==> config.mk <==
export PLATFORM = sky130hd
export DESIGN_NAME = lcd_host_port
export DESIGN_NICKNAME = d
export VERILOG_FILES = /design/src/host_port_pkg.sv /design/src/port_fifo.sv /design/src/lcd_host_port.sv
export SDC_FILE = /design/constraint.sdc
export NUM_CORES = 1
export LEC_CHECK = 0
export BUFFER_PORTS_ARGS = -buffer_cell sky130_fd_sc_hd__buf_4
export CORE_MARGIN = 2
export CORE_UTILIZATION = 31
export CTS_CLUSTER_SIZE = 25
export DETAILED_ROUTE_END_ITERATION = 12
export PLACE_DENSITY = 0.47
export SYNTH_ARGS = -nofsm -noshare
export SYNTH_HDL_FRONTEND = slang
export SYNTH_SLANG_ARGS = --single-unit
==> constraint.sdc <==
create_clock -name i_clock -period 3.9 [get_ports i_clock]
set_input_delay 0.78 -clock i_clock [delete_from_list [all_inputs] [get_ports i_clock]]
set_output_delay 0.78 -clock i_clock [all_outputs]
set_load 0.05 [all_outputs]
==> src/host_port_pkg.sv <==
// shared constants for the host bus port
package host_port_pkg;
  localparam int DATA_WIDTH = 18;
  localparam int FIFO_DEPTH = 4;
  localparam int CLOCK_PERIOD_NS = 10;
  localparam int REF_CYCLE_TIME_NS = 9;
  localparam int FIRST_READ_DELAY_CYC = 5;
  localparam int SELECT_LOW_WIDTH_CYC = 1;
  localparam int SELECT_HIGH_WIDTH_CYC = 1;
  localparam logic [2:0] READ_DELAY_LOAD = 3'h4;
  localparam logic [17:0] READ_RESET_VALUE = 18'h00000;
  localparam logic INTEL_STYLE_MODE = 1'b0;
  localparam logic MOTOROLA_STYLE_MODE = 1'b1;
endpackage

==> src/port_fifo.sv <==
// small synchronous fifo with valid/ready on both sides
`timescale 1ns/1ps
`default_nettype none
module port_fifo #(
  parameter int WIDTH = 19,
  parameter int DEPTH = 4
) (
  input wire logic i_clock,
  input wire logic i_resetn,
  input wire logic i_in_valid,
  output logic o_in_ready,
  input wire logic [WIDTH-1:0] i_in_data,
  output logic o_out_valid,
  input wire logic i_out_ready,
  output logic [WIDTH-1:0] o_out_data
);
  localparam int AW = $clog2(DEPTH);
  logic [WIDTH-1:0] mem [DEPTH];
  logic [AW-1:0] wr_ptr;
  logic [AW-1:0] rd_ptr;
  logic [AW:0] count;
  logic push;
  logic pop;

  assign o_in_ready = (count != (AW+1)'(DEPTH));
  assign o_out_valid = (count != '0);
  assign o_out_data = mem[rd_ptr];
  assign push = i_in_valid && o_in_ready;
  assign pop = o_out_valid && i_out_ready;

  always_ff @(posedge i_clock)
  begin
    if (push)
    begin
      mem[wr_ptr] <= i_in_data;
    end
  end

  always_ff @(posedge i_clock)
  begin
    if (!i_resetn)
    begin
      wr_ptr <= '0;
      rd_ptr <= '0;
      count <= '0;
    end
    else
    begin
      if (push)
      begin
        wr_ptr <= (wr_ptr == AW'(DEPTH - 1)) ? '0 : wr_ptr + 1'b1;
      end
      if (pop)
      begin
        rd_ptr <= (rd_ptr == AW'(DEPTH - 1)) ? '0 : rd_ptr + 1'b1;
      end
      count <= count + (AW+1)'(push) - (AW+1)'(pop);
    end
  end
endmodule // port_fifo
`default_nettype wire

==> src/lcd_host_port.sv <==
// parallel host bus port of the display controller
`timescale 1ns/1ps
`default_nettype none
module lcd_host_port
  import host_port_pkg::*;
(
  input wire logic i_clock,
  input wire logic i_resetn,
  input wire logic i_motorola_style_mode,
  input wire logic i_chip_select_n,
  input wire logic i_reg_data_select,
  input wire logic i_write_strobe,
  input wire logic i_read_strobe,
  input wire logic [DATA_WIDTH-1:0] i_host_data_bus,
  output logic [DATA_WIDTH-1:0] o_host_data_bus,
  output logic o_host_data_bus_oe_n,
  output logic o_word_valid,
  input wire logic i_word_ready,
  output logic o_word_is_command,
  output logic [DATA_WIDTH-1:0] o_word_data,
  output logic o_write_stall,
  input wire logic [DATA_WIDTH-1:0] i_read_data
);
  typedef enum logic [1:0] {
    IDLE = 2'b00,
    ACTIVE = 2'b01,
    GAP = 2'b11
  } bus_state_t;

  bus_state_t state;
  logic select_prev;
  logic e_prev;
  logic active;
  logic is_read;
  logic strobe_edge;
  logic write_take;
  logic reading;
  logic [2:0] read_delay;
  logic fifo_in_ready;
  logic fifo_out_valid;
  logic [DATA_WIDTH:0] fifo_out_data;
  logic [DATA_WIDTH:0] write_word;
  logic write_valid;
  logic out_valid;
  logic out_fire;

  // intel by default; the mode pin is high only for motorola
  always_comb
  begin
    if (i_motorola_style_mode == MOTOROLA_STYLE_MODE)
    begin
      active = !i_chip_select_n && i_write_strobe;
      is_read = i_read_strobe;
      // end of access on E rise or select rise, whichever strobes
      strobe_edge = (!e_prev && i_write_strobe && !i_chip_select_n) ||
                    (!select_prev && i_chip_select_n && i_write_strobe);
      write_take = strobe_edge && !is_read;
    end
    else
    begin
      active = !i_chip_select_n;
      is_read = !i_read_strobe;
      strobe_edge = !i_write_strobe && e_prev && !i_chip_select_n;
      write_take = strobe_edge;
    end
  end

  always_ff @(posedge i_clock)
  begin
    if (!i_resetn)
    begin
      select_prev <= 1'b1;
      e_prev <= 1'b1;
    end
    else
    begin
      select_prev <= i_chip_select_n;
      e_prev <= i_write_strobe;
    end
  end

  // access framing: select low, then high gap
  always_ff @(posedge i_clock)
  begin
    if (!i_resetn)
    begin
      state <= IDLE;
    end
    else
    begin
      case (state)
        IDLE: if (!i_chip_select_n) state <= ACTIVE;
        ACTIVE: if (i_chip_select_n) state <= GAP;
        GAP: state <= i_chip_select_n ? IDLE : ACTIVE;
        default: state <= IDLE;
      endcase
    end
  end

  // write capture into fifo, command flag carried in top bit
  always_ff @(posedge i_clock)
  begin
    if (!i_resetn)
    begin
      write_valid <= 1'b0;
      write_word <= '0;
    end
    else
    begin
      if (write_valid && fifo_in_ready)
      begin
        write_valid <= 1'b0;
      end
      // a new take wins over the clear of the slot it reuses
      if (write_take && (!write_valid || fifo_in_ready))
      begin
        write_valid <= 1'b1;
        write_word <= {!i_reg_data_select, i_host_data_bus};
      end
    end
  end

  always_ff @(posedge i_clock)
  begin
    if (!i_resetn)
    begin
      o_write_stall <= 1'b0;
    end
    else
    begin
      o_write_stall <= write_valid && !fifo_in_ready;
    end
  end

  port_fifo #(
    .WIDTH(DATA_WIDTH + 1),
    .DEPTH(FIFO_DEPTH)
  ) u_fifo (
    .i_clock(i_clock),
    .i_resetn(i_resetn),
    .i_in_valid(write_valid),
    .o_in_ready(fifo_in_ready),
    .i_in_data(write_word),
    .o_out_valid(fifo_out_valid),
    .i_out_ready(!out_valid || i_word_ready),
    .o_out_data(fifo_out_data)
  );

  // registered output stage toward the controller core
  assign out_fire = fifo_out_valid && (!out_valid || i_word_ready);

  always_ff @(posedge i_clock)
  begin
    if (!i_resetn)
    begin
      out_valid <= 1'b0;
      o_word_is_command <= 1'b0;
      o_word_data <= '0;
    end
    else
    begin
      if (out_fire)
      begin
        out_valid <= 1'b1;
        o_word_is_command <= fifo_out_data[DATA_WIDTH];
        o_word_data <= fifo_out_data[DATA_WIDTH-1:0];
      end
      else if (i_word_ready)
      begin
        out_valid <= 1'b0;
      end
    end
  end

  assign o_word_valid = out_valid;

  // read path: bus driven only during active read, data after delay
  assign reading = active && is_read;

  always_ff @(posedge i_clock)
  begin
    if (!i_resetn)
    begin
      read_delay <= READ_DELAY_LOAD;
      o_host_data_bus <= READ_RESET_VALUE;
      o_host_data_bus_oe_n <= 1'b1;
    end
    else if (reading)
    begin
      o_host_data_bus_oe_n <= 1'b0;
      if (read_delay != 3'h0)
      begin
        read_delay <= read_delay - 3'h1;
      end
      else
      begin
        o_host_data_bus <= i_read_data;
      end
    end
    else
    begin
      read_delay <= READ_DELAY_LOAD;
      o_host_data_bus_oe_n <= 1'b1;
    end
  end
endmodule // lcd_host_port
`default_nettype wire

==> results of run 1 <==
==> worst max-delay path, delay by kind of cell, from the launching register on <==
kind / cells / cell delay (ns)
compound gates: 1 / 0.13
flops: 1 / 0.35
xor+xnor: 2 / 0.28
simple gates: 2 / 0.48
buf+inv: 1 / 0.03
fa+ha+maj: 3 / 0.85
==> final timing paths <==
path                      start  slack (ns)                  to  cells after the start
max             u_fifo.count[2]        1.67     u_fifo.count[2]                      9
min          o_host_data_bus[5]        0.45  o_host_data_bus[5]                      2
max reg2reg     u_fifo.count[2]        1.67     u_fifo.count[2]                      9
min reg2reg  o_host_data_bus[5]        0.45  o_host_data_bus[5]                      2
==> logic make-up (layout without fill, tap and decap cells) <==
logic type,after synthesis,count (layout),synth area share
DFF,148,148,0.6719
and+or+nand+nor,86,86,0.07880
AOI/OAI and AO/OA,85,85,0.1039
buffers and inverters,34,133,0.03025
muxes,24,24,0.08648
adders and majority gates,10,10,0.02393
xor gates and xnor gates,3,3,0.004742
==> area by class of cell <==
class	instances	area, um2	share of cell area
clock buffer	21	460.4	0.06612
clock inverter	11	127.6	0.01833
inverter	10	37.54	0.005390
multi-input combinational	208	1650	0.2370
sequential	148	3724	0.5347
tap	225	281.5	0.04042
timing repair buffer	91	683.2	0.09810
==> power groups by stage <==
| stage | registers (mW) | clock network, mW | logic (mW) |
|---|---|---|---|
| after floorplan | 2.28 | 0 | 0.543 |
| after global placement | 1.94 | 0 | 1.23 |
| after detailed placement | 1.95 | 0 | 1.25 |
| after CTS | 1.92 | 1.64 | 1.24 |
| after global routing | 1.93 | 1.72 | 1.31 |
| final | 1.91 | 1.61 | 1.21 |
==> per-layer routing <==
layer,wire length [um],vias up,global-route usage
li1,-,1633,-
met1,5228,1684,0.1718
met2,5855,84,0.2266
met3,802,12,0.05261
met4,139,0,0.04819
met5,0,-,0
==> sequential cells by signal, summed over array words and instances, names as in the netlist, 2 cells and up <==
register,count
u_fifo.mem,76
write_word,19
o_host_data_bus,18
o_word_data,18
read_delay,3
u_fifo.count,3
u_fifo.rd_ptr,2
u_fifo.wr_ptr,2
==> cell usage after synthesis, types with 2 or more instances <==
cell and number:
edfxtp_1 76, dfxtp_1 72, nand3_1 37, o21ai_0 35, nand2_1 20, a22o_1 19, mux4_2 19, a21oi_1 15
clkbuf_1 11, and2_1 9, ha_1 9, inv_1 9, buf_2 6, nor2_1 6, a21boi_0 5, nor2b_1 5
mux2i_1 4, buf_6 3, nand2b_1 3, a211o_1 2, a21oi_2 2, buf_4 2, clkbuf_2 2, xnor2_1 2
==> summary.txt, run 1 <==
Outcome
  – Status: finished, final reports clean

Synthesis
  – Top FF cell, synth: edfxtp_1
  – Average size of a mapped cell: 14.21 um2
  – Top cell type's share of synthesized area: 0.4118
  – Yosys warns: 0
  – #FFs+latches synth: 148
  – Post-synthesis sequential area ratio: 0.6719
  – Synth cell types: 41
  – Synth top area cells: edfxtp_1 41%, dfxtp_1 26%, mux4_2 7.7%
  – Cell Area, Synth: 5542 um2
  – Syn Nets: 444
  – Synth area leader: edfxtp_1
  – Cells after Synth: 390
  – EDFF count, synth: 76
  – Async SR Flop Fraction: 0

Worst setup path
  – Worst Path Max Fanout: 5
  – Kind of critical path: register to register
  – Worst Path Arrival: 2.54 ns
  – Crit end category: register
  – Crit path top cell by count: ha_1
  – CP max-delay cell: fa_1
  – CP Cell Sequence: nor3_1 -> a21oi_2 -> ha_1 -> inv_1 -> ha_1 -> fa_1 -> xor2_1 -> xnor2_1 -> and2_1
  – Worst Path Required: 4.21 ns
  – CP max stage delay: 0.37 ns
  – Startpoint types: register

Layout
  – Fillers: 1651
  – Design area: 6964 um2
  – Most frequent cells in the layout: 91 x buf_4, 76 x edfxtp_1, 72 x dfxtp_1, 37 x nand3_1, 35 x o21ai_0
  – Most common cell after layout, fill and taps aside: buf_4
  – Layout cells sized above 1: 0.3067
  – Nets: 530
  – # diodes: 0
  – Post-Layout Cell Count: 714
  – Fin util: 0.3999
  – Area Overhead vs Synth: 25.67%

Power and ir drop
  – Comb power frac: 0.257
  – P_sw: 1.474 mW
  – Switching fraction of total power: 0.3117
  – Share of power burned in the clock network: 0.339
  – Power Internal: 3.255 mW
  – Leakage power: 2.499 nW
  – Reg power frac: 0.404
  – Final Power: 4.729 mW
  – Power density over the cells: 679.0 nW/um2
  – Peak VDD IR: 0.3772 mV

Floorplan
  – Die Y: 137.7 um
  – Core area: 17420 um2
  – Initial core utilization: 0.3182
  – Top-Level Pins: 84
  – Die area: 18960 um2
  – Chip Width: 137.7 um
  – Row cnt: 48

Hold path
  – Hold WC Path Type: register to register

Detailed routing
  – Drt via density: 4.780
  – Detailed-route via count: 3413
  – Antenna Nets Post-Route: 0
  – Total wire length: 12030 um
  – Router iterations before antenna repair: 4
  – DRC: 0
  – First DRT Iteration DRCs: 157
  – Routed WL per cell: 16.84 um

Clock tree
  – H-tree depth: 4
  – CTS buffer count: 17
  – Post-CTS Hold Fix Bufs: 0
  – Root buffer cell: clkbuf_16
  – Deepest clock path buffer count: 2
  – Clock Latency Late Sink: 0.42 ns
  – CTS tree: yes
  – Post-CTS Setup Bufs: 0
  – Clk sink count: 148
  – Post-CTS Resized: 0
  – Clock Pin Slew Worst Setup and Hold Paths: 0.06 ns

STA
  – Max Clk Rate: 0.4487 GHz
  – Crit path time final: 2.228 ns
  – Rel. slew slack: 0.3104
  – Final hold violation count: 0
  – Final slew viol count: 0
  – Setup TNS: 0 ns
  – RSZ-0062 raised after global routing: false
  – Setup ws final: 1.672 ns
  – Setup Skew: 0.005950 ns
  – Hold slack: 0.4541 ns
  – Final period util: 0.5714
  – Final setup viols: 0
  – Worst-Margin Slew: 1.031 ns

Global route
  – GRT Residual Overflow: 0
  – Maximum number of pins on one net before global-route repair: 54
  – Vias in the first global route: 3514
  – GR Util All Layers: 0.1399
  – Initial antenna violation count: 0
  – First-pass GRT wire length: 19260 um

Place
  – # port buffers: 83
  – Final GP Congestion: 0.6592
  – Placed insts: 682
  – Post-place setup slack: 1.248 ns
  – DP Wirelength: 7343 um
  – Post-DP Area: 6376 um2

Job
  – Maxcap violations: 0
No activity file was read; power rests on OpenSTA's default activity.
==> run 2: changes to the inputs <==
--- a/config.mk
+++ b/config.mk
@@ -10,7 +10,7 @@
 export CORE_UTILIZATION = 31
 export CTS_CLUSTER_SIZE = 25
 export DETAILED_ROUTE_END_ITERATION = 12
-export PLACE_DENSITY = 0.47
+export PLACE_DENSITY = 0.48
 export SYNTH_ARGS = -nofsm -noshare
 export SYNTH_HDL_FRONTEND = slang
 export SYNTH_SLANG_ARGS = --single-unit
==> constraint.sdc (replaced) <==
create_clock -name i_clock -period 2 [get_ports i_clock]
set_input_delay 0.4 -clock i_clock [delete_from_list [all_inputs] [get_ports i_clock]]
set_output_delay 0.4 -clock i_clock [all_outputs]
set_load 0.05 [all_outputs]
==> summary.txt, run 2 (synthesized netlist as in run 1, its figures left out) <==
Outcome
  – Status: finished, final reports clean

Detailed routing
  – Routed WL per cell: 16.79 um (-0.32%)
  – WL met2: 5972 um (+2.0%)
  – DR top layer: met4
  – Total wire length: 12220 um (+1.6%)
  – Antenna Nets Post-Route: 0 (unchanged)
  – Routed met3 length: 756 um (-5.7%)
  – Detailed-route via count: 3429 (+0.47%)
  – WL met1: 5432 um (+3.9%)
  – Router iterations before antenna repair: 4 (unchanged)
  – Drt via density: 4.710 (-1.5%)
  – DRC: 0 (unchanged)
  – First DRT Iteration DRCs: 174 (+11%)

Layout
  – Layout cells sized above 1: 0.3400 (+0.03321)
  – Fin util: 0.4091 (+0.009268)
  – Design area: 7126 um2 (+2.3%)
  – Max FFs per register: 76 (unchanged)
  – Post-Layout Cell Count: 728 (+2.0%)
  – Area Overhead vs Synth: 28.58%
  – Largest reg by FF count: u_fifo.mem
  – Largest registers: u_fifo.mem (76), write_word (19)
  – Nets: 544 (+2.6%)
  – Most frequent cells in the layout: 101 x buf_4, 76 x edfxtp_1, 70 x dfxtp_1, 37 x nand3_1, 35 x o21ai_0
  – Fillers: 1678 (+1.6%)
  – # diodes: 0 (unchanged)
  – Most common cell after layout, fill and taps aside: buf_4

Worst setup path
  – CP max stage delay: 0.35 ns (-0.02 ns)
  – Crit end category: register
  – Worst Path Arrival: 2.24 ns (-0.30 ns)
  – Worst Path Required: 2.30 ns (-1.91 ns)
  – Kind of critical path: register to register
  – Startpoint types: register
  – Worst path top cell family by delay: adder cells
  – Worst Path Max Fanout: 3 (-2)
  – CP max-delay cell: fa_2
  – Reg-to-reg slack, setup: 0.06 ns (-1.61 ns)
  – Crit path buf inv count: 1 (unchanged)
  – CP Cell Sequence: nor3_4 -> a21oi_2 -> ha_1 -> inv_1 -> ha_2 -> fa_2 -> xor2_1 -> xnor2_1 -> and2_1

Clock tree
  – Clk sink count: 148 (unchanged)
  – H-tree depth: 4 (unchanged)
  – Clock Latency Late Sink: 0.42 ns (about the same)
  – CTS buffer count: 17 (unchanged)
  – Clock Pin Slew Worst Setup and Hold Paths: 0.06 ns (about the same)
  – Root buffer cell: clkbuf_16
  – CTS tree: yes
  – Deepest clock path buffer count: 2 (unchanged)

Power and ir drop
  – Comb power frac: 0.271 (+0.014)
  – P_sw: 2.946 mW (+100%)
  – Power Internal: 6.351 mW (+95%)
  – Power density over the cells: 1305 nW/um2 (+92%)
  – Reg power frac: 0.401 (-0.003)
  – Share of power burned in the clock network: 0.328 (-0.011)
  – Leakage power: 2.604 nW (+4.2%)
  – Peak VDD IR: 0.8265 mV (+120%)
  – Switching fraction of total power: 0.3169 (+0.005174)

Floorplan
  – Top-Level Pins: 84 (unchanged)
  – Die Y: 137.7 um (unchanged)
  – Core area: 17420 um2 (unchanged)
  – Initial core utilization: 0.3182 (unchanged)
  – Row cnt: 48 (unchanged)
  – Die area: 18960 um2 (unchanged)
  – Chip Width: 137.7 um (unchanged)

Global route
  – First-pass GRT wire length: 18950 um (-1.6%)
  – Maximum number of pins on one net before global-route repair: 44 (-19%)
  – Initial antenna violation count: 0 (unchanged)
  – GRT Residual Overflow: 0 (unchanged)
  – GR Util All Layers: 0.1386 (-0.001315)
  – Vias in the first global route: 3494 (-0.57%)

Place
  – DP Wirelength: 7627 um (+3.9%)
  – # port buffers: 83 (unchanged)
  – Post-DP Area: 6533 um2 (+2.5%)
  – Placed insts: 695 (+1.9%)
  – Final GP Congestion: 0.6738 (+2.2%)

Job
  – Maxcap violations: 0 (unchanged)

STA
  – RSZ-0062 raised after global routing: true
  – Final slew viol count: 0 (unchanged)
  – Final period util: 0.9695 (+0.3981)
  – Rel. slew slack: 0.3752 (+0.06479)
  – Crit path time final: 1.939 ns (-0.2895 ns)
  – Worst-Margin Slew: 0.9362 ns (-0.09529 ns)
  – Max Clk Rate: 0.5157 GHz (+15%)
  – Final hold violation count: 0 (unchanged)
  – Final setup viols: 0 (unchanged)
  – Setup Skew: 0.007958 ns (+0.002008 ns)

Hold path
  – Hold WC Path Type: input port to register
## run 2: area by class of cell
class                           count  area (um2)  share of cell area
Clock buffer                       19       452.9             0.06356
Clock inverter                     13       120.1             0.01686
Inverter                           10       37.54            0.005268
Multi-Input combinational cell    208        1667              0.2339
Sequential cell                   148        3729              0.5233
Tap cell                          225       281.5             0.03951
Timing Repair Buffer              105       838.3              0.1176
## run 2: final timing paths
check,from,endpoint,cells after the start
setup reg to reg,u_fifo.count[0],u_fifo.count[2],9
setup / recovery,u_fifo.count[0],u_fifo.count[2],9
hold / removal,i_reg_data_select,write_word[18],2
hold reg to reg,o_host_data_bus[14],o_host_data_bus[14],2
## run 2: what timing repair did
action                     4_1_cts  5_1_grt
setup endpoints to repair        1        1
setup buffers                    1        0
gates cloned                     0        0
pin swaps                        1        3
resized for setup                1        3
hold buffers                     0        0
## run 2: metrics by stage
step | power [mW] | setup WS, ns | setup TNS, ns | hold slack [ns]
2_1_floorplan | 5.509 | 0.01895 | 0 | 0.4538
3_3_place_gp | 6.294 | -0.04448 | -0.04448 | 0.4363
3_5_place_dp | 6.321 | -0.06690 | -0.06690 | 0.4468
4_1_cts | 9.428 | 0.01724 | 0 | 0.1632
5_1_grt | 9.757 | -0.04908 | -0.04908 | 0.1691
6_report | 9.297 | 0.06101 | 0 | 0.1944
## run 2: routing by layer
metal | GRT usage | vias up
met3 | 0.05335 | 4
li1 | - | 1662
met4 | 0.04592 | 0
met5 | 0 | -
met2 | 0.2275 | 89
met1 | 0.1676 | 1674
## run 2: power groups by stage
stage                     Clock (mW)  Sequential (mW)  Combinational [mW]
after floorplan                    0             4.45                1.06
after global placement             0             3.77                2.52
after detailed placement           0             3.79                2.53
after CTS                       3.14             3.72                2.56
after global routing            3.28             3.76                2.72
final                           3.05             3.72                2.52
==> run 3: changes to the inputs <==
--- a/config.mk
+++ b/config.mk
@@ -8,9 +8,11 @@
 export BUFFER_PORTS_ARGS = -buffer_cell sky130_fd_sc_hd__buf_4
 export CORE_MARGIN = 2
 export CORE_UTILIZATION = 31
+export CTS_BUF_LIST = sky130_fd_sc_hd__clkbuf_8
 export CTS_CLUSTER_SIZE = 25
 export DETAILED_ROUTE_END_ITERATION = 12
 export PLACE_DENSITY = 0.48
+export SLEW_MARGIN = 20
 export SYNTH_ARGS = -nofsm -noshare
 export SYNTH_HDL_FRONTEND = slang
 export SYNTH_SLANG_ARGS = --single-unit
==> summary.txt, run 3 (synthesized netlist as in run 1, its figures left out) <==
Layout
  – Register area: 3729 um2 (unchanged)
  – # diodes: 0 (unchanged)
  – Fin util: 0.3981 (-0.01099)
  – Post-Layout Cell Count: 728 (unchanged)
  – Area Overhead vs Synth: 25.13%
  – Most common cell after layout, fill and taps aside: buf_4
  – Max FFs per register: 76 (unchanged)
  – Most frequent cells in the layout: 101 x buf_4, 76 x edfxtp_1, 70 x dfxtp_1, 37 x nand3_1, 35 x o21ai_0
  – Design area: 6934 um2 (-2.7%)
  – Layout cells sized above 1: 0.3400 (unchanged)
  – Largest reg by FF count: u_fifo.mem
  – Fillers: 1699 (+1.3%)
  – Largest registers: u_fifo.mem (76), write_word (19)
  – Area of the multi-input gates: 1667 um2 (unchanged)
  – Nets: 544 (unchanged)

Clock tree
  – CTS tree: yes
  – Deepest clock path buffer count: 2 (unchanged)
  – Root buffer cell: clkbuf_8
  – Clk sink count: 148 (unchanged)
  – Clock Pin Slew Worst Setup and Hold Paths: 0.08 ns (+0.02 ns)
  – H-tree depth: 4 (unchanged)
  – CTS buffer count: 17 (unchanged)
  – Clock Latency Late Sink: 0.44 ns (+0.02 ns)

Global route
  – Maximum number of pins on one net before global-route repair: 44 (unchanged)
  – Global-route met2 utilization: 0.2264 (-0.001106)
  – GRT Residual Overflow: 0 (unchanged)
  – Vias in the first global route: 3452 (-1.2%)
  – Met3 GRT Util: 0.04967 (-0.003679)
  – First-pass GRT wire length: 18790 um (-0.84%)
  – Initial antenna violation count: 0 (unchanged)
  – Top Usage Layer GRT: met2
  – GR Util All Layers: 0.1366 (-0.002034)
  – M1 GR Usage: 0.1670 (-0.0006661)

Floorplan
  – Chip Width: 137.7 um (unchanged)
  – Initial core utilization: 0.3182 (unchanged)
  – Core area: 17420 um2 (unchanged)
  – Top-Level Pins: 84 (unchanged)
  – Die area: 18960 um2 (unchanged)
  – Row cnt: 48 (unchanged)
  – Die Y: 137.7 um (unchanged)

STA
  – Worst-Margin Slew: 0.9289 ns (-0.007251 ns)
  – Setup Skew: 0.01937 ns (+0.01141 ns)
  – Final slew viol count: 0 (unchanged)
  – Rel. slew slack: 0.3801 (+0.004839)
  – Final hold violation count: 0 (unchanged)
  – RSZ-0062 raised after global routing: true
  – Final setup viols: 0 (unchanged)
  – Final period util: 0.9702 (about the same)
  – Setup ws final: 0.05967 ns (-0.001342 ns)
  – Setup TNS: 0 ns (unchanged)
  – Crit path time final: 1.940 ns (+0.001342 ns)
  – Hold slack: 0.1803 ns (-0.01409 ns)
  – Max Clk Rate: 0.5154 GHz (about the same)

Place
  – Post-DP Area: 6533 um2 (unchanged)
  – DP Wirelength: 7627 um (unchanged)
  – # port buffers: 83 (unchanged)
  – Final GP Congestion: 0.6738 (unchanged)
  – Placed insts: 695 (unchanged)
  – Post-place setup slack: -0.06690 ns (unchanged)

Worst setup path
  – Worst path top cell family by delay: adder cells
  – CP startpoint: u_fifo.count[0]
  – Critical R2R Launch: u_fifo.count[0]
  – Worst R2R End: u_fifo.count[2]
  – Startpoint types: register
  – CP max stage delay: 0.35 ns (about the same)
  – CP Cell Sequence: nor3_4 -> a21oi_2 -> ha_1 -> inv_1 -> ha_2 -> fa_2 -> xor2_1 -> xnor2_1 -> and2_1
  – Kind of critical path: register to register
  – WP depth: 9 (unchanged)
  – Worst Path Arrival: 2.26 ns (+0.02 ns)
  – Reg-to-reg slack, setup: 0.06 ns (about the same)
  – Crit end category: register
  – Worst Path Required: 2.32 ns (+0.02 ns)
  – Capture point of the worst path: u_fifo.count[2]
  – FF-to-FF path depth: 9 (unchanged)
  – CP max-delay cell: fa_2
  – Worst Path Max Fanout: 3 (unchanged)
  – Crit path buf inv count: 1 (unchanged)

Power and ir drop
  – Final Power: 8.453 mW (-9.1%)
  – Power density over the cells: 1219 nW/um2 (-6.6%)
  – Share of power burned in the clock network: 0.261 (-0.067)
  – Peak VDD IR: 0.7598 mV (-8.1%)
  – Power Internal: 5.618 mW (-12%)
  – P_sw: 2.835 mW (-3.8%)
  – Reg power frac: 0.440 (+0.039)
  – Comb power frac: 0.299 (+0.028)
  – Leakage power: 2.517 nW (-3.4%)
  – Switching fraction of total power: 0.3354 (+0.01846)

Hold path
  – Hold WC Path Type: input port to register

Detailed routing
  – DRC: 0 (unchanged)
  – Antenna Nets Post-Route: 0 (unchanged)
  – Routed WL per cell: 16.75 um (-0.26%)
  – Drt via density: 4.650 (-1.3%)
  – Router iterations before antenna repair: 4 (unchanged)
  – First DRT Iteration DRCs: 165 (-5.2%)
  – Detailed-route via count: 3385 (-1.3%)
  – Total wire length: 12190 um (-0.26%)

Outcome
  – Status: finished, final reports clean

Job
  – Maxcap violations: 0 (unchanged)
-- run 3: power groups by stage --
stage	Clock [mW]	Sequential [mW]	Combinational, mW
after floorplan	0	4.45	1.06
after global placement	0	3.77	2.52
after detailed placement	0	3.79	2.53
after CTS	2.29	3.72	2.56
after global routing	2.43	3.76	2.71
final	2.21	3.72	2.53
-- run 3: worst min-delay path by stage --
stage | from | endpoint | slack (ns) | cells past startpoint
2_1_floorplan | write_word[0] | u_fifo.mem[0][0] | 0.45 | 0
3_3_place_gp | o_host_data_bus[5] | o_host_data_bus[5] | 0.44 | 2
3_5_place_dp | o_host_data_bus[5] | o_host_data_bus[5] | 0.45 | 2
4_1_cts | i_reg_data_select | write_word[18] | 0.13 | 2
5_1_grt | i_reg_data_select | write_word[18] | 0.13 | 2
6_report | i_reg_data_select | write_word[18] | 0.18 | 2
-- run 3: area by class of cell --
type / instances / share of cell area
Sequential cell: 148 / 0.5377
Multi-Input combinational cell: 208 / 0.2403
Timing Repair Buffer: 105 / 0.1209
Tap cell: 225 / 0.04060
Clock buffer: 19 / 0.03771
Clock inverter: 13 / 0.01732
Inverter: 10 / 0.005413
-- run 3: what timing repair did --
item	4_1_cts	5_1_grt
gates resized for setup	1	3
buffers inserted	1	0
pin swaps	1	3
setup endpoints to repair	1	1
hold buffers	0	0
-- run 3: routing by layer --
metal | up-vias | routed length (um)
met5 | - | 0
met4 | 0 | 42
met3 | 2 | 797
met2 | 92 | 5967
met1 | 1632 | 5384
li1 | 1659 | -
-- run 3: worst register-to-register path, delay by kind of cell (launching register included) --
kind | cells | cell delay (ns)
fa+ha+maj | 3 | 0.79
simple gates | 2 | 0.35
flops | 1 | 0.34
xor+xnor | 2 | 0.26
compound gates | 1 | 0.06
buf+inv | 1 | 0.04
